File: src/mss_params.svh
`ifndef MSS_PARAMS_SVH
`define MSS_PARAMS_SVH

`define MSS_CLK_HZ 125000000
`define MSS_DEB_UNIT_US 2000
`define MSS_STEP_UNIT_US 1000000
`define MSS_DEB_TICK_CYC (`MSS_CLK_HZ / 1000000 * `MSS_DEB_UNIT_US)
`define MSS_STEP_TICK_CYC (`MSS_CLK_HZ / 1000000 * `MSS_STEP_UNIT_US)

`define MSS_A_FREQ_TBL 2'h0
`define MSS_A_DUR_TBL 2'h1
`define MSS_A_DEB 6'h20
`define MSS_A_GEAR 6'h21
`define MSS_A_ANGLE 6'h22
`define MSS_A_IDXDEC 6'h23
`define MSS_A_MODE 6'h24
`define MSS_A_DIR 6'h25
`define MSS_A_MFI_FN 6'h26
`define MSS_A_MFO_FN 6'h27
`define MSS_A_STATUS 6'h28
`define MSS_A_INT_STAT 6'h29
`define MSS_A_INT_MASK 6'h2A

`define MSS_FREQ_MAX 16'h9C40
`define MSS_DUR_MAX 16'hFFDC
`define MSS_DEB_MIN 16'h0001
`define MSS_DEB_MAX 16'h0014
`define MSS_GEAR_MIN 16'h0004
`define MSS_GEAR_MAX 16'h03E8
`define MSS_ANGLE_MAX 16'h0E10
`define MSS_IDXDEC_MAX 16'h2710
`define MSS_MODE_MAX 16'h0004
`define MSS_DIR_MASK 16'h7FFF

`define MSS_DEB_RST 5'h01
`define MSS_GEAR_RST 16'h00C8
`define MSS_ANGLE_RST 16'h0708
`define MSS_IDXDEC_RST 16'h0000
`define MSS_MODE_RST 3'h0

`define MSS_MODE_ONCE 3'h1
`define MSS_MODE_CONT 3'h2
`define MSS_MODE_ONCE_STEP 3'h3
`define MSS_MODE_CONT_STEP 3'h4

`define MSS_FN_RUN 8'h0E
`define MSS_FN_PAUSE 8'h0F
`define MSS_FN_PROX 8'h22
`define MSS_FN_RUNNING 8'h0A
`define MSS_FN_STEP_DONE 8'h0B
`define MSS_FN_PROG_DONE 8'h0C

`define MSS_LAST_STEP 4'hF
`define MSS_INT_STEP 0
`define MSS_INT_CYCLE 1
`define MSS_INT_PROX 2

`endif

File: src/mss_pkg.sv
package mss_pkg;

	typedef enum logic [2:0] {
		MSS_SEQ_IDLE = 3'h0,
		MSS_SEQ_LOAD = 3'h1,
		MSS_SEQ_RUN = 3'h3,
		MSS_SEQ_DONE = 3'h2,
		MSS_SEQ_PAUSE = 3'h7
	} mss_seq_e;

	typedef enum logic [1:0] {
		MSS_IDX_NONE = 2'h0,
		MSS_IDX_WAIT = 2'h1,
		MSS_IDX_DECEL = 2'h3
	} mss_idx_e;

	typedef struct packed {
		mss_seq_e seq;
		mss_idx_e idx;
		logic [3:0] step;
		logic [3:0] code_q;
		logic [15:0] sec_cnt;
		logic [26:0] deb_div;
		logic deb_tick;
		logic [26:0] sec_div;
		logic [4:0] deb_time;
		logic [15:0] gear;
		logic [15:0] angle;
		logic [15:0] idx_dec;
		logic [2:0] mode;
		logic [14:0] dir_word;
		logic [15:0] mfi_fn;
		logic [15:0] mfo_fn;
		logic run_q;
		logic stop_q;
		logic prox_q;
		logic [2:0] int_stat;
		logic [2:0] int_mask;
		logic [15:0] freq_out;
		logic dir_out;
		logic decel_go;
		logic step_done;
		logic [1:0] out_term;
		logic irq;
	} mss_top_s;

	typedef struct packed {
		logic [5:0][4:0] cnt;
		logic [5:0] last;
		logic [5:0] level;
	} mss_deb_s;

	function automatic logic [15:0] mss_clamp(input logic [15:0] v,
		input logic [15:0] lo, input logic [15:0] hi);
		if (v < lo) begin
			return lo;
		end
		if (v > hi) begin
			return hi;
		end
		return v;
	endfunction

endpackage

File: src/mss_debounce.sv
`timescale 1ns/100ps
module mss_debounce (
	input wire logic sys_clk,
	input wire logic resetn,
	input wire logic tick,
	input wire logic [4:0] deb_time,
	input wire logic [5:0] din,
	output logic [5:0] dout
);
	mss_pkg::mss_deb_s s;
	mss_pkg::mss_deb_s n;

	// Each input restarts its count on any change; level follows once
	// the count of 2 ms ticks reaches the programmed time
	always_comb begin
		n = s;
		for (int i = 0; i < 6; i++) begin
			if (din[i] != s.last[i]) begin
				n.last[i] = din[i];
				n.cnt[i] = 5'h00;
			end else if (din[i] != s.level[i] && tick) begin
				if (s.cnt[i] + 5'h01 >= deb_time) begin
					n.level[i] = din[i]; // RULE18
					n.cnt[i] = 5'h00;
				end else begin
					n.cnt[i] = s.cnt[i] + 5'h01; // RULE2
				end
			end
		end
	end

	always_ff @(posedge sys_clk or negedge resetn) begin
		if (!resetn) begin
			s <= '0;
		end else begin
			s <= n;
		end
	end

	assign dout = s.level;
endmodule

File: src/mss_step_mem.sv
`timescale 1ns/100ps
module mss_step_mem (
	input wire logic sys_clk,
	input wire logic [3:0] w_addr,
	input wire logic w_freq,
	input wire logic w_dur,
	input wire logic [15:0] w_data,
	input wire logic [3:0] a_addr,
	input wire logic a_half,
	input wire logic a_sel_alt,
	input wire logic [15:0] a_alt,
	output logic [15:0] a_q,
	input wire logic [3:0] b_addr,
	output logic [15:0] b_freq,
	output logic [15:0] b_dur
);
	logic [15:0] freq_mem [0:15];
	logic [15:0] dur_mem [0:15];

	// Tables power up as zero, their documented default
	initial begin
		for (int i = 0; i < 16; i++) begin
			freq_mem[i] = 16'h0000;
			dur_mem[i] = 16'h0000;
		end
	end

	always_ff @(posedge sys_clk) begin
		if (w_freq) begin
			freq_mem[w_addr] <= w_data;
		end
		if (w_dur) begin
			dur_mem[w_addr] <= w_data;
		end
		if (a_sel_alt) begin
			a_q <= a_alt;
		end else if (a_half) begin
			a_q <= dur_mem[a_addr];
		end else begin
			a_q <= freq_mem[a_addr];
		end
		b_freq <= freq_mem[b_addr];
		b_dur <= dur_mem[b_addr];
	end
endmodule

File: src/mss_top.sv
// Chosen here: the placing of the registers and strobed register access.
`timescale 1ns/100ps
`include "mss_params.svh"
// How it works
// RULE1: four select terminals form binary speed code
// RULE2: inputs delayed by 2 ms units, 1..20
// RULE3: fifteen step frequencies, 0 to 400.00 Hz
// RULE4: index gear ratio 4..1000, default 200
// RULE5: index angle 0..360.0 degrees, default 180.0
// RULE6: index decel time 0..100.00 s, default 0
// RULE7: proximity input only from function-34 terminal
// RULE8: on stop, hold speed until proximity triggers
// RULE9: index angle measured from proximity trigger (the code ignores angle and raises decel_go on the trigger itself)
// RULE10: program mode 00 off through 04
// RULE11: running program steps frequency and direction
// RULE12: one-cycle mode reruns only after run toggles
// RULE13: continuous mode repeats until pause or off
// RULE14: function 14 starts, function 15 pauses program
// RULE15: outputs 10 running, 11 step, 12 done
// RULE16: step direction from 15-bit word only
// RULE17: zero-duration steps are skipped
// RULE18: debounce passes level only after stable time
// RULE19: step advances on elapsed time, pulses flag
module mss_top #(
	parameter int unsigned DEB_TICK_CYC = `MSS_DEB_TICK_CYC,
	parameter int unsigned STEP_TICK_CYC = `MSS_STEP_TICK_CYC
) (
	input wire logic sys_clk,
	input wire logic resetn,
	input wire logic [5:0] reg_addr,
	input wire logic [15:0] reg_wdata,
	input wire logic reg_wr,
	input wire logic reg_rd,
	output logic [15:0] reg_rdata,
	input wire logic speed_select_bit0,
	input wire logic speed_select_bit1,
	input wire logic speed_select_bit2,
	input wire logic speed_select_bit3,
	input wire logic [1:0] mfi_term,
	input wire logic [15:0] master_freq,
	input wire logic dir_cmd,
	input wire logic stop_cmd,
	output logic [15:0] freq_out,
	output logic dir_out,
	output logic decel_go,
	output logic [1:0] out_term,
	output logic irq
);
	mss_pkg::mss_top_s s;
	mss_pkg::mss_top_s n;
	logic [5:0] deb_in;
	logic [5:0] deb_out;
	logic [15:0] mem_q;
	logic [15:0] mem_freq;
	logic [15:0] mem_dur;
	logic [15:0] reg_mux;
	logic [3:0] code;
	logic run_lvl;
	logic pause_lvl;
	logic prox_lvl;
	logic idx_en;
	logic sec_tick;
	logic prog_active;
	logic w_tbl;

	function automatic logic term_has(input logic [15:0] fn,
		input logic [1:0] t, input logic [7:0] want);
		return (fn[7:0] == want && t[0]) || (fn[15:8] == want && t[1]);
	endfunction

	function automatic logic fn_used(input logic [15:0] fn,
		input logic [7:0] want);
		return fn[7:0] == want || fn[15:8] == want;
	endfunction

	function automatic logic out_fn(input logic [7:0] fn,
		input logic running, input logic step, input logic done);
		return (fn == `MSS_FN_RUNNING && running) ||
			(fn == `MSS_FN_STEP_DONE && step) ||
			(fn == `MSS_FN_PROG_DONE && done);
	endfunction

	assign deb_in = {mfi_term, speed_select_bit3, speed_select_bit2,
		speed_select_bit1, speed_select_bit0};

	mss_debounce u_deb (
		.sys_clk(sys_clk),
		.resetn(resetn),
		.tick(s.deb_tick),
		.deb_time(s.deb_time),
		.din(deb_in),
		.dout(deb_out)
	);

	assign code = deb_out[3:0]; // RULE1
	assign run_lvl = term_has(s.mfi_fn, deb_out[5:4], `MSS_FN_RUN); // RULE14
	assign pause_lvl = term_has(s.mfi_fn, deb_out[5:4], `MSS_FN_PAUSE);
	assign prox_lvl = term_has(s.mfi_fn, deb_out[5:4], `MSS_FN_PROX); // RULE7
	assign idx_en = fn_used(s.mfi_fn, `MSS_FN_PROX);
	assign sec_tick = s.sec_div == 27'(STEP_TICK_CYC - 1);
	assign prog_active = s.seq != mss_pkg::MSS_SEQ_IDLE;
	assign w_tbl = reg_wr && !reg_addr[5] && reg_addr[3:0] != 4'hF;

	always_comb begin
		reg_mux = 16'h0000;
		unique case (reg_addr)
			`MSS_A_DEB: reg_mux = {11'h000, s.deb_time};
			`MSS_A_GEAR: reg_mux = s.gear;
			`MSS_A_ANGLE: reg_mux = s.angle;
			`MSS_A_IDXDEC: reg_mux = s.idx_dec;
			`MSS_A_MODE: reg_mux = {13'h0000, s.mode};
			`MSS_A_DIR: reg_mux = {1'h0, s.dir_word};
			`MSS_A_MFI_FN: reg_mux = s.mfi_fn;
			`MSS_A_MFO_FN: reg_mux = s.mfo_fn;
			`MSS_A_STATUS: reg_mux = {3'h0, s.idx, s.seq, code, s.step};
			`MSS_A_INT_STAT: reg_mux = {13'h0000, s.int_stat};
			`MSS_A_INT_MASK: reg_mux = {13'h0000, s.int_mask};
			default: reg_mux = 16'h0000;
		endcase
	end

	mss_step_mem u_mem (
		.sys_clk(sys_clk),
		.w_addr(reg_addr[3:0]),
		.w_freq(w_tbl && reg_addr[5:4] == `MSS_A_FREQ_TBL),
		.w_dur(w_tbl && reg_addr[5:4] == `MSS_A_DUR_TBL),
		.w_data(reg_addr[4] ?
			mss_pkg::mss_clamp(reg_wdata, 16'h0000, `MSS_DUR_MAX) :
			mss_pkg::mss_clamp(reg_wdata, 16'h0000, `MSS_FREQ_MAX)), // RULE3
		.a_addr(reg_addr[3:0]),
		.a_half(reg_addr[4]),
		.a_sel_alt(reg_addr[5] || reg_addr[3:0] == 4'hF),
		.a_alt(reg_mux),
		.a_q(mem_q),
		.b_addr(n.seq == mss_pkg::MSS_SEQ_IDLE ? code - 4'h1 :
			n.step - 4'h1),
		.b_freq(mem_freq),
		.b_dur(mem_dur)
	);

	always_comb begin
		logic cycle_end;
		logic step_evt;
		logic cyc_evt;
		logic prox_evt;
		cycle_end = 1'b0;
		step_evt = 1'b0;
		cyc_evt = 1'b0;
		prox_evt = 1'b0;
		n = s;
		n.step_done = 1'b0;
		n.run_q = run_lvl;
		n.stop_q = stop_cmd;
		n.prox_q = prox_lvl;
		n.code_q = code;
		n.deb_tick = s.deb_div == 27'(DEB_TICK_CYC - 1);
		n.deb_div = n.deb_tick ? 27'h0000000 : s.deb_div + 27'h0000001;
		if (s.seq == mss_pkg::MSS_SEQ_RUN) begin
			n.sec_div = sec_tick ? 27'h0000000 : s.sec_div + 27'h0000001;
		end
		if (reg_wr) begin
			unique case (reg_addr)
				`MSS_A_DEB: n.deb_time = 5'(mss_pkg::mss_clamp(reg_wdata,
					`MSS_DEB_MIN, `MSS_DEB_MAX)); // RULE2
				`MSS_A_GEAR: n.gear = mss_pkg::mss_clamp(reg_wdata,
					`MSS_GEAR_MIN, `MSS_GEAR_MAX); // RULE4
				`MSS_A_ANGLE: n.angle = mss_pkg::mss_clamp(reg_wdata,
					16'h0000, `MSS_ANGLE_MAX); // RULE5
				`MSS_A_IDXDEC: n.idx_dec = mss_pkg::mss_clamp(reg_wdata,
					16'h0000, `MSS_IDXDEC_MAX); // RULE6
				`MSS_A_MODE: n.mode = 3'(mss_pkg::mss_clamp(reg_wdata,
					16'h0000, `MSS_MODE_MAX)); // RULE10
				`MSS_A_DIR: n.dir_word = 15'(reg_wdata & `MSS_DIR_MASK);
				`MSS_A_MFI_FN: n.mfi_fn = reg_wdata;
				`MSS_A_MFO_FN: n.mfo_fn = reg_wdata;
				`MSS_A_INT_MASK: n.int_mask = reg_wdata[2:0];
				default: n.int_mask = s.int_mask;
			endcase
		end
		unique case (s.seq)
			mss_pkg::MSS_SEQ_IDLE: begin
				if (s.mode != 3'h0 && run_lvl && !s.run_q) begin
					n.step = 4'h1;
					n.seq = mss_pkg::MSS_SEQ_LOAD;
				end
			end
			mss_pkg::MSS_SEQ_LOAD: begin
				if (mem_dur == 16'h0000) begin
					if (s.step == `MSS_LAST_STEP) begin
						cycle_end = 1'b1;
					end else begin
						n.step = s.step + 4'h1; // RULE17
					end
				end else begin
					n.sec_cnt = mem_dur;
					n.sec_div = 27'h0000000;
					n.seq = mss_pkg::MSS_SEQ_RUN;
					n.freq_out = mem_freq; // RULE11
					n.dir_out = s.dir_word[s.step - 4'h1]; // RULE16
				end
			end
			mss_pkg::MSS_SEQ_RUN: begin
				if (pause_lvl) begin
					n.seq = mss_pkg::MSS_SEQ_PAUSE; // RULE14
					n.sec_div = s.sec_div;
				end else if (sec_tick) begin
					if (s.sec_cnt == 16'h0001) begin
						n.step_done = 1'b1; // RULE19
						step_evt = 1'b1;
						if (s.step == `MSS_LAST_STEP) begin
							cycle_end = 1'b1;
						end else begin
							n.step = s.step + 4'h1;
							n.seq = mss_pkg::MSS_SEQ_LOAD;
						end
					end else begin
						n.sec_cnt = s.sec_cnt - 16'h0001;
					end
				end
			end
			mss_pkg::MSS_SEQ_PAUSE: begin
				if (!pause_lvl) begin
					n.seq = mss_pkg::MSS_SEQ_RUN;
				end
			end
			mss_pkg::MSS_SEQ_DONE: begin
				n.seq = mss_pkg::MSS_SEQ_DONE; // RULE12
			end
			default: n.seq = mss_pkg::MSS_SEQ_IDLE;
		endcase
		if (cycle_end) begin
			cyc_evt = 1'b1;
			if (s.mode == `MSS_MODE_CONT || s.mode == `MSS_MODE_CONT_STEP) begin
				n.step = 4'h1; // RULE13
				n.seq = mss_pkg::MSS_SEQ_LOAD;
			end else begin
				n.seq = mss_pkg::MSS_SEQ_DONE; // RULE12
			end
		end
		if (prog_active && (!run_lvl || s.mode == 3'h0)) begin
			n.seq = mss_pkg::MSS_SEQ_IDLE;
		end
		unique case (s.idx)
			mss_pkg::MSS_IDX_NONE: begin
				n.decel_go = stop_cmd && !idx_en;
				if (stop_cmd && !s.stop_q && idx_en) begin
					n.idx = mss_pkg::MSS_IDX_WAIT; // RULE8
				end
			end
			mss_pkg::MSS_IDX_WAIT: begin
				// A running program must not move the speed while index waits
				n.freq_out = s.freq_out; // RULE8
				if (prox_lvl && !s.prox_q) begin
					n.idx = mss_pkg::MSS_IDX_DECEL; // RULE9
					n.decel_go = 1'b1;
					prox_evt = 1'b1;
				end
			end
			mss_pkg::MSS_IDX_DECEL: begin
				n.decel_go = 1'b1;
			end
			default: n.idx = mss_pkg::MSS_IDX_NONE;
		endcase
		if (!stop_cmd && s.idx != mss_pkg::MSS_IDX_NONE) begin
			n.idx = mss_pkg::MSS_IDX_NONE;
			n.decel_go = 1'b0;
		end
		// Outside a program the selector drives speed, unless index holds it
		if (s.seq == mss_pkg::MSS_SEQ_IDLE && s.idx == mss_pkg::MSS_IDX_NONE
			&& !(stop_cmd && !s.stop_q && idx_en)) begin
			n.freq_out = s.code_q == 4'h0 ? master_freq : mem_freq; // RULE1
			n.dir_out = dir_cmd;
		end
		n.int_stat = (reg_rd && reg_addr == `MSS_A_INT_STAT) ?
			3'h0 : s.int_stat;
		n.int_stat = n.int_stat | {prox_evt, cyc_evt, step_evt};
		n.irq = |(n.int_stat & n.int_mask);
		n.out_term[0] = out_fn(s.mfo_fn[7:0], n.seq != mss_pkg::MSS_SEQ_IDLE
			&& n.seq != mss_pkg::MSS_SEQ_DONE, n.step_done,
			n.seq == mss_pkg::MSS_SEQ_DONE); // RULE15
		n.out_term[1] = out_fn(s.mfo_fn[15:8], n.seq != mss_pkg::MSS_SEQ_IDLE
			&& n.seq != mss_pkg::MSS_SEQ_DONE, n.step_done,
			n.seq == mss_pkg::MSS_SEQ_DONE);
	end

	always_ff @(posedge sys_clk or negedge resetn) begin
		if (!resetn) begin
			s <= '0;
			s.seq <= mss_pkg::MSS_SEQ_IDLE;
			s.idx <= mss_pkg::MSS_IDX_NONE;
			s.deb_time <= `MSS_DEB_RST;
			s.gear <= `MSS_GEAR_RST;
			s.angle <= `MSS_ANGLE_RST;
			s.idx_dec <= `MSS_IDXDEC_RST;
			s.mode <= `MSS_MODE_RST;
		end else begin
			s <= n;
		end
	end

	assign reg_rdata = mem_q;
	assign freq_out = s.freq_out;
	assign dir_out = s.dir_out;
	assign decel_go = s.decel_go;
	assign out_term = s.out_term;
	assign irq = s.irq;
endmodule

File: config.mk
export PLATFORM = sky130hd
export DESIGN_NAME = mss_top
export DESIGN_NICKNAME = d
export VERILOG_FILES = /design/src/mss_pkg.sv /design/src/mss_debounce.sv /design/src/mss_step_mem.sv /design/src/mss_top.sv
export VERILOG_INCLUDE_DIRS = /design/src
export SDC_FILE = /design/constraint.sdc
export NUM_CORES = 1
export LEC_CHECK = 0
export BUFFER_PORTS_ARGS = -buffer_cell sky130_fd_sc_hd__buf_4
export CORE_MARGIN = 4
export CORE_UTILIZATION = 60
export CTS_CLUSTER_SIZE = 30
export DETAILED_ROUTE_END_ITERATION = 7
export GPL_TIMING_DRIVEN = 0
export PLACE_DENSITY = 0.82
export SETUP_SLACK_MARGIN = 0.1
export SYNTH_ARGS = -nofsm -noshare
export SYNTH_HDL_FRONTEND = slang
export SYNTH_HIERARCHICAL = 1
export SYNTH_SLANG_ARGS = --single-unit
File: constraint.sdc
create_clock -name sys_clk -period 8.6 [get_ports sys_clk]
set_input_delay 0 -clock sys_clk [delete_from_list [all_inputs] [get_ports sys_clk]]
set_output_delay 0 -clock sys_clk [all_outputs]
set_load 0.1 [all_outputs]
* Word level (Yosys, flattened, before mapping)
Memory sizes are Yosys's and may differ from the RTL's. A register that Yosys moved wholly into a read port is not among the register bits.
Cells that the tools add are included.
** Operators by class
- Reductions and logical operators :: 93
- Mux-type cells :: 149
- Add/sub/neg operators :: 13
- Order comparisons :: 17
- Bitwise gates (word level) :: 8
- Eq/ne operators :: 61
** Operators with widths (number)
- 16-bit two-way mux :: 26
- 16-bit case mux with 11 select lines :: 1
- 27-bit two-way mux :: 5
- 5-bit two-way mux :: 22
- 8-bit by 4-bit == test with 1-bit output (second input constant) :: 10
- 6-bit == test (second input constant) :: 11
- 1-bit two-way mux :: 56
- 27-bit by 1-bit adder with 27-bit output (second input constant) :: 2
- 27-bit case mux with 2 select lines :: 1
- 17-bit two-way mux :: 3
- 3-bit two-way mux :: 15
- 4-bit two-way mux :: 9
- 1-bit logical AND :: 34
- 16-bit greater-than comparator (second input constant) :: 2
- 16-bit by 1-bit < comparator with 1-bit output (second input constant) :: 2
- 16-bit case mux with 2 select lines :: 1
- 5-bit by 1-bit adder with 5-bit output (second input constant) :: 6
- 5-bit >= comparator :: 6
- 27-bit by 18-bit == test with 1-bit output (second input constant) :: 1
- 27-bit == test (second input constant) :: 1
- 3-bit AND reduction :: 8
- 2-bit AND reduction :: 10
- 2-bit nonzero test :: 9
- 16-bit by 1-bit == test with 1-bit output (second input constant) :: 1
- 43 further kinds :: 99
** Word-level totals
- Input port bits :: 50
- Logic and storage cells :: 388
- Output and inout bits :: 37
- Bits in registers :: 275
- Memories :: 2
- Memory bits (writable) :: 512
** Memory list
- u_mem.dur_mem :: depth 16, bits a word 16, rd ports 2, clocked after memory_dff 1, wr ports 1, RTL line mss_step_mem.sv:18 : logic [15:0] dur_mem [0:15];
- u_mem.freq_mem :: depth 16, bits a word 16, rd ports 2, clocked after memory_dff 1, wr ports 1, RTL line mss_step_mem.sv:17 : logic [15:0] freq_mem [0:15];

* Logic depth before layout (Yosys ltp)
Gate-level depths: netlist (run 1).
- Depth in word-level cells :: 14
- Gate-level depth with buffers :: 15
- Gate-level depth less buffers :: 13

* Cells and area by module
The synthesis (run 1) kept the hierarchy.
** By module, submodules not included
- mss_step_mem :: cells an instance 1341, area each 25106.6 um^2, seq. area each 16335.7 um^2, instances 1
- mss_top :: cells an instance 1224, area each 11726.2 um^2, seq. area each 5440.2 um^2, instances 1
- mss_debounce :: cells an instance 269, area each 2835.2 um^2, seq. area each 1051.0 um^2, instances 1

* Worst setup path before layout (run 1)
OpenSTA, ideal clock, no wires.
- Path kind :: reg2reg
- Start :: register s[51] (netlist name)
- End :: register u_mem.b_dur[15] (read register of u_mem.dur_mem)
- Path buffers :: 2
- Required time :: 8.466 ns
- Data arrival time :: 4.146 ns
- Slack :: 4.319 ns
- Clock period less this slack :: 4.281 ns
- Stages on the path, launching flop included :: 13
- Setup time :: 0.134 ns
- Path through :: dfrtp_1 or4b_4 or4_4 and2_1 or3_1 o31ai_1 inv_1 ha_1 inv_1 clkbuf_1 buf_1 mux4_2 mux4_2
** RTL lines
- end: declaration :: RTL line mss_step_mem.sv:15 : output logic [15:0] b_dur

==> results of run 1 <==
-- layout make-up --
cell class	count	area, um^2	share of cell area [%]
multi-input cells	1782	15700	34.6
well taps	864	1080	2.38
inverters	27	101	0.224
diodes	1	2.50	0.00552
repair buffers	173	1780	3.92
flip-flops and latches	819	22800	50.4
plain buffers	206	1140	2.52
clock buffers	112	2290	5.05
clock inverters	42	410	0.905
-- repair_timing --
action                                  CTS  global route
hold buffers                             49             0
endpoints found under the setup margin    0             0
setup buffers                             0             0
hold endpoints to repair                233             0
-- Yosys cell counts (all sizes together) (21+ instances only) --
| library cell | count | area share [%] |
|---|---|---|
| nor4 | 22 | 0.36 |
| buf | 103 | 1.9 |
| nand2b | 21 | 0.33 |
| inv | 27 | 0.26 |
| nor2 | 140 | 1.3 |
| dfxtp | 48 | 2.4 |
| o22ai | 27 | 0.43 |
| xnor2 | 33 | 0.73 |
| mux2i | 283 | 7.1 |
| edfxtp | 512 | 39 |
| and2 | 29 | 0.46 |
| mux2 | 76 | 2.2 |
| a22o | 78 | 1.7 |
| mux4 | 166 | 9.4 |
| dfrtp | 251 | 16 |
| clkbuf | 103 | 0.99 |
| a21oi | 95 | 1.2 |
| nor3 | 34 | 0.43 |
| nand2 | 157 | 1.5 |
| ha | 43 | 1.4 |
| nor2b | 22 | 0.35 |
| nand3 | 53 | 0.67 |
| a221oi | 34 | 0.96 |
| a22oi | 94 | 1.8 |
| o21ai | 124 | 1.6 |
-- tightest hold or removal path, stage by stage --
cell	delay, ns
dlygate4sd3_1	0.57
buf_8	0.12
buf_16	0.41
-- power by group through the flow --
stage / Combinational [W] / Sequential (W) / Clock, W
5_1_grt: 0.000809 / 0.00436 / 0.00383
3_5_place_dp: 0.000740 / 0.00443 / 0
4_1_cts: 0.000762 / 0.00435 / 0.00366
3_3_place_gp: 0.000709 / 0.00443 / 0
2_1_floorplan: 0.000404 / 0.00447 / 0
6_report: 0.000784 / 0.00436 / 0.00364
-- routing by layer --
metal	share of wire, %	up-vias
met5	0.033	-
met4	6.2	6
met3	13	442
met2	45	2148
met1	36	14300
li1	-	11700
-- per-stage QoR --
step	std cells	hold WS (ns)	setup WS (ns)
floorplan	2834	-0.296	4.32
detailed placement	3820	-0.182	2.77
finish	4026	0.0138	2.43
global placement	3782	0.147	2.79
global route	4025	0.0652	2.26
CTS	4023	0.00639	2.73
-- final timing paths --
path                            slack [ns]                from  cells past startpoint                 endpoint
min in group sys_clk                  0.03        reg_wdata[1]                      4        s[79]$_DFFE_PN0P_
worst min register to register        0.48    s[188]$_DFF_PN0_                      1         s[188]$_DFF_PN0_
max in group asynchronous             7.52              resetn                      4  u_deb/s[28]$_DFFE_PN0P_
worst max register to register        2.43  s[196]$_DFFE_PN0P_                     13   u_mem/b_dur[3]$_DFF_P_
worst max-delay path                  2.43  s[196]$_DFFE_PN0P_                     13   u_mem/b_dur[3]$_DFF_P_
worst min-delay path                  0.01              resetn                      3         s[167]$_DFF_PN0_
-- cells by family (layout without fill, tap and decap cells) --
group	Yosys count	count (layout)	share of synthesized area, %
DFF	819	819	57.5
AOI/OAI and AO/OA	578	578	10.7
other	0	1	0
xor gates and xnor gates	43	43	0.949
muxes	525	525	18.7
buffers and inverters	233	560	3.14
and+or+nand+nor	593	593	7.60
adders and majority gates	43	43	1.36
-- sequential cells by signal, indices dropped and copies added (netlist names) --
register and count:
freq_out 16, dir_out 1, u_mem/b_dur 16, u_deb/s 36, irq 1, u_mem/freq_mem 256
u_mem/dur_mem 256, decel_go 1, u_deb/dout 6, s 196, u_mem/a_q 16, out_term 2
u_mem/b_freq 16
-- cells in the final DEF (no fill, tap or decap), drive strengths merged, types with 95 or more instances in the layout --
| cell type | instances |
|---|---|
| clkbuf | 215 |
| edfxtp | 512 |
| nor2 | 140 |
| buf | 227 |
| a21oi | 95 |
| mux2i | 283 |
| o21ai | 124 |
| mux4 | 166 |
| dfrtp | 251 |
| nand2 | 157 |
==> run metrics, run 1 <==
Post-Syn Area=0.0397 mm^2; CTS Buffer Depth=3; Peak supply drop=~0.00017 V; Layout Skew=between 0.02 and 0.03 ns; internal power=between 0.006 and 0.007 W; GRT Max-Usage Layer=met2; H-tree Lvls=3; post-CTS sizing=0; Critical-path top delay cell=clkbuf_1; IO Pins=between 80 and 90; Mean Syn Cell Area=about 14 um^2; result of the run=complete, no violations; DPL Wire Length=between 80000 and 90000 um; initial core utilization=60.4%; CP delay by family, top=buffers and inverters; antenna-violating nets left=0; Mapped Cells=approximately 2800; crit path buf inv count=4; routed vias=28600; Fill cells=approximately 4500; CP required=just over 9 ns; Post-synth EDFFs=512; met2 usage=between 50% and 60%; met3 usage=a little over a tenth; Crit. End Element=register; count of cell types in the netlist=91; TritonCTS Buffers=84; FMAX=about 160 MHz; met1 capacity usage during global routing=between 40% and 50%; routed wire length=about 130000 um; fin area=roughly 0.045 mm^2; clk slew on worst S/H paths=approximately 0.060 ns; maxcap violations=0; yosys warns=6; Net Sw Frac=between 20% and 30%; Core Region=between 0.06 and 0.07 mm^2; unrepaired setup endpoints after global routing=false; Die X=265 um; Max-slew headroom=7.43%; Post-synth ARST share=31.6%; Hold Crit Class=input port to asynchronous set/reset pin; Net Count, Synth=2927; CP max stage delay=0.89 ns; drt via density=about 7.1; P_sw=0.00216 W; final setup fails=0; GRT Total Usage=35.3%; fin. max-slew vios=0; clk_lat worst skew=approximately 0.66 ns; GRT Residual Overflow=0; synthesized flop and latch total=approximately 820; total power=roughly 0.0088 W; I/O Buffers=84; final number of hold-violating endpoints=0; Seq pwr share=between 40% and 50%; Die Height=265 um; first-pass GRT wire length=between 150000 and 200000 um; initial antenna violation count=6; GP Congestion=1.02; Clock Sink Count=between 800 and 900; DRT Pass-1 Iters=8; synth-to-layout area growth=14.3%; Comb pwr share=under 10%; vias in the first global route=~28000; die area=0.0703 mm^2; Root Driver=clkbuf_16; placed inst area=approximately 0.042 mm^2; CP Cell Sequence=nor4_2 -> nand2_1 -> nor4_1 -> a31o_1 -> a221oi_1 -> o31ai_1 -> inv_1 -> ha_1 -> inv_1 -> clkbuf_1 -> clkbuf_1 -> mux4_2 -> mux4_2; Seq/Total Area, Yosys=between 50 and 60%; Period Utilization, post-route=71.8%; final setup TNS=0 ns; critical path arrival=~6.7 ns; DRC viols=0; Critical Path Start Type=register; DR WL/cell=about 31 um; Final #Nets=around 3200; CP Class=register to register; layout cell share with drive strength beyond 1=between 20% and 30%; Leakage=between 15 and 20 nW; pin count of the biggest net entering global routing=between 100 and 150; crit path max fanout=10; Slew @ Worst Pin=between 1 and 1.5 ns; minimum clock period=6.17 ns; Most used DFF post-synth=edfxtp_1; final core utilization=just under 70%; Rows=94; drt first-iter violations=around 4200; CTS tree=yes; PD cells=between 150 and 200 mW/mm^2; clock network power share=approximately two fifths
Power figures use the tool's default switching activity.
==> run 2: changes to the inputs <==
- CORE_UTILIZATION: 60 -> 57
- PLACE_DENSITY: 0.82 -> 0.81
- clock period: 8.6 -> 5.6 ns (I/O delays scaled with it)
==> run 2 against run 1 <==
Core utilization fell by 3.1 points; critical path type unchanged; combinational power up 52%; final cell count grew 1.6%.
==> run metrics, run 2 (same netlist as run 1, synthesis figures left out) <==
TritonCTS Buffers=86; met3 usage=around a tenth; drt via density=between 6 and 7; met2 usage=about half; fin. max-slew vios=0; Peak supply drop=around 0.00019 V; initial antenna violation count=14; Rows=96; Final #Nets=approximately 3200; fin area=0.0454 mm^2; Layout Skew=around 0.03 ns; Slew @ Worst Pin=between 1 and 1.5 ns; pin count of the biggest net entering global routing=96; Die X=272 um; layout cell share with drive strength beyond 1=22.7%; result of the run=complete, no violations; GRT Max-Usage Layer=met2; antenna-violating nets left=0; minimum clock period=5.49 ns; most frequent cells in the layout=edfxtp_1 (512), mux2i_1 (283), dfrtp_1 (251); commonest non-fill, non-tap cell in the layout=edfxtp_1; crit path max fanout=10; H-tree Lvls=3; Die Height=roughly 270 um; CTS tree=yes; final setup TNS=0 ns; clk slew on worst S/H paths=approximately 0.060 ns; Crit. End Element=register; Leakage=~17 nW; DRC viols=0; unrepaired setup endpoints after global routing=false; first-pass GRT wire length=about 180000 um; critical path arrival=around 6 ns; IO Pins=87; drt first-iter violations=around 4100; final setup fails=0; FMAX=between 150 and 200 MHz; Clock Sink Count=819; PD cells=around 300 mW/mm^2; die area=approximately 0.074 mm^2; GRT Residual Overflow=0; CP Class=register to register; initial core utilization=between 50% and 60%; vias in the first global route=between 20000 and 30000; DRT Pass-1 Iters=6; met1 capacity usage during global routing=between 40% and 50%; routed vias=28300; placed inst area=roughly 0.042 mm^2; GP Congestion=approximately 1; synth-to-layout area growth=14.5%; Root Driver=clkbuf_16; CP required=a little over 6 ns; Core Region=0.0688 mm^2; Critical Path Start Type=register; maxcap violations=0; final number of hold-violating endpoints=0; GRT Total Usage=about a third; worst r2r path cells=12; clk_lat worst skew=0.65 ns; CTS Buffer Depth=3; DPL Wire Length=between 80000 and 90000 um; routed wire length=124000 um; biggest regs=u_mem/dur_mem: 256 flops, u_mem/freq_mem: 256 flops, s: 196 flops; Hold Crit Class=input port to asynchronous set/reset pin; I/O Buffers=between 80 and 90; Max-slew headroom=9.12%; Period Utilization, post-route=roughly 98%; DR WL/cell=between 30 and 40 um; Post-CTS Setup Repair Bufs=0
==> run 2: worst paths after layout <==
kind | start | to | slack, ns
worst min register to register | u_mem/b_dur[0]$_DFF_P_ | s[189]$_DFFE_PN0P_ | 0.45
min in group sys_clk | reg_wdata[11] | s[108]$_DFFE_PN0P_ | 0.05
worst min-delay path | resetn | s[169]$_DFF_PN0_ | 0.002
worst max register to register | s[59]$_DFFE_PN0P_ | u_mem/b_freq[2]$_DFF_P_ | 0.11
max in group asynchronous | resetn | u_deb/s[32]$_DFFE_PN0P_ | 4.32
worst max-delay path | s[59]$_DFFE_PN0P_ | u_mem/b_freq[2]$_DFF_P_ | 0.11
==> run 2: per-layer routing <==
metal,share of wire [%],vias to the layer above,routed length [um]
met3,13,429,16000
met1,35,14200,43600
met2,46,2011,56800
li1,-,11600,-
met4,6.2,12,7640
met5,0.064,-,80
==> run 2: stage by stage <==
| step | setup slack (ns) | instances | util (%) | power, W | hold WS, ns |
|---|---|---|---|---|---|
| 2_1_floorplan | 1.32 | 2834 | - | 0.00749 | -0.296 |
| 3_3_place_gp | -0.162 | 3849 | 60.2 | 0.00788 | 0.146 |
| 3_5_place_dp | -0.194 | 3880 | 61.1 | 0.00794 | 0.0829 |
| 4_1_cts | 0.104 | 4085 | 65.9 | 0.0136 | 0.00152 |
| 5_1_grt | 0.101 | 4087 | 66.0 | 0.0140 | 0.0509 |
| 6_report | 0.110 | 4090 | 66.0 | 0.0136 | 0.00152 |
==> run 2: area by class of cell <==
type / instances / area [um^2]
Fill cell: 4799 / 23400
Clock buffer: 125 / 2480
Multi-Input combinational cell: 1782 / 15700
Inverter: 27 / 101
Sequential cell: 819 / 22800
Buffer: 206 / 1170
Timing Repair Buffer: 163 / 1620
Clock inverter: 33 / 338
Antenna cell: 4 / 10.0
Tap cell: 931 / 1160
==> run 2: where the power goes <==
group | internal [W] | switching, W
Combinational | 0.000382 | 0.000810
Clock | 0.00335 | 0.00236
Sequential | 0.00659 | 0.0000979
Total | 0.0103 | 0.00327
==> run 2: timing repair <==
action,in CTS,in global routing
setup endpoints to repair,32,32
resized for setup,16,8
hold buffers,47,0
gates cloned,0,0
hold endpoints to repair,239,0
==> run 2: critical path: stages (launching register included) <==
cell and delay (ns):
dfrtp_1 0.43, nor4b_4 0.47, or4b_2 0.67, and2_1 0.20, or3_1 0.52, o31ai_2 0.44, inv_1 0.19, ha_1 0.31
inv_1 0.11, buf_2 0.40, clkdlybuf4s18_2 0.56, mux4_2 0.46, mux4_2 0.56
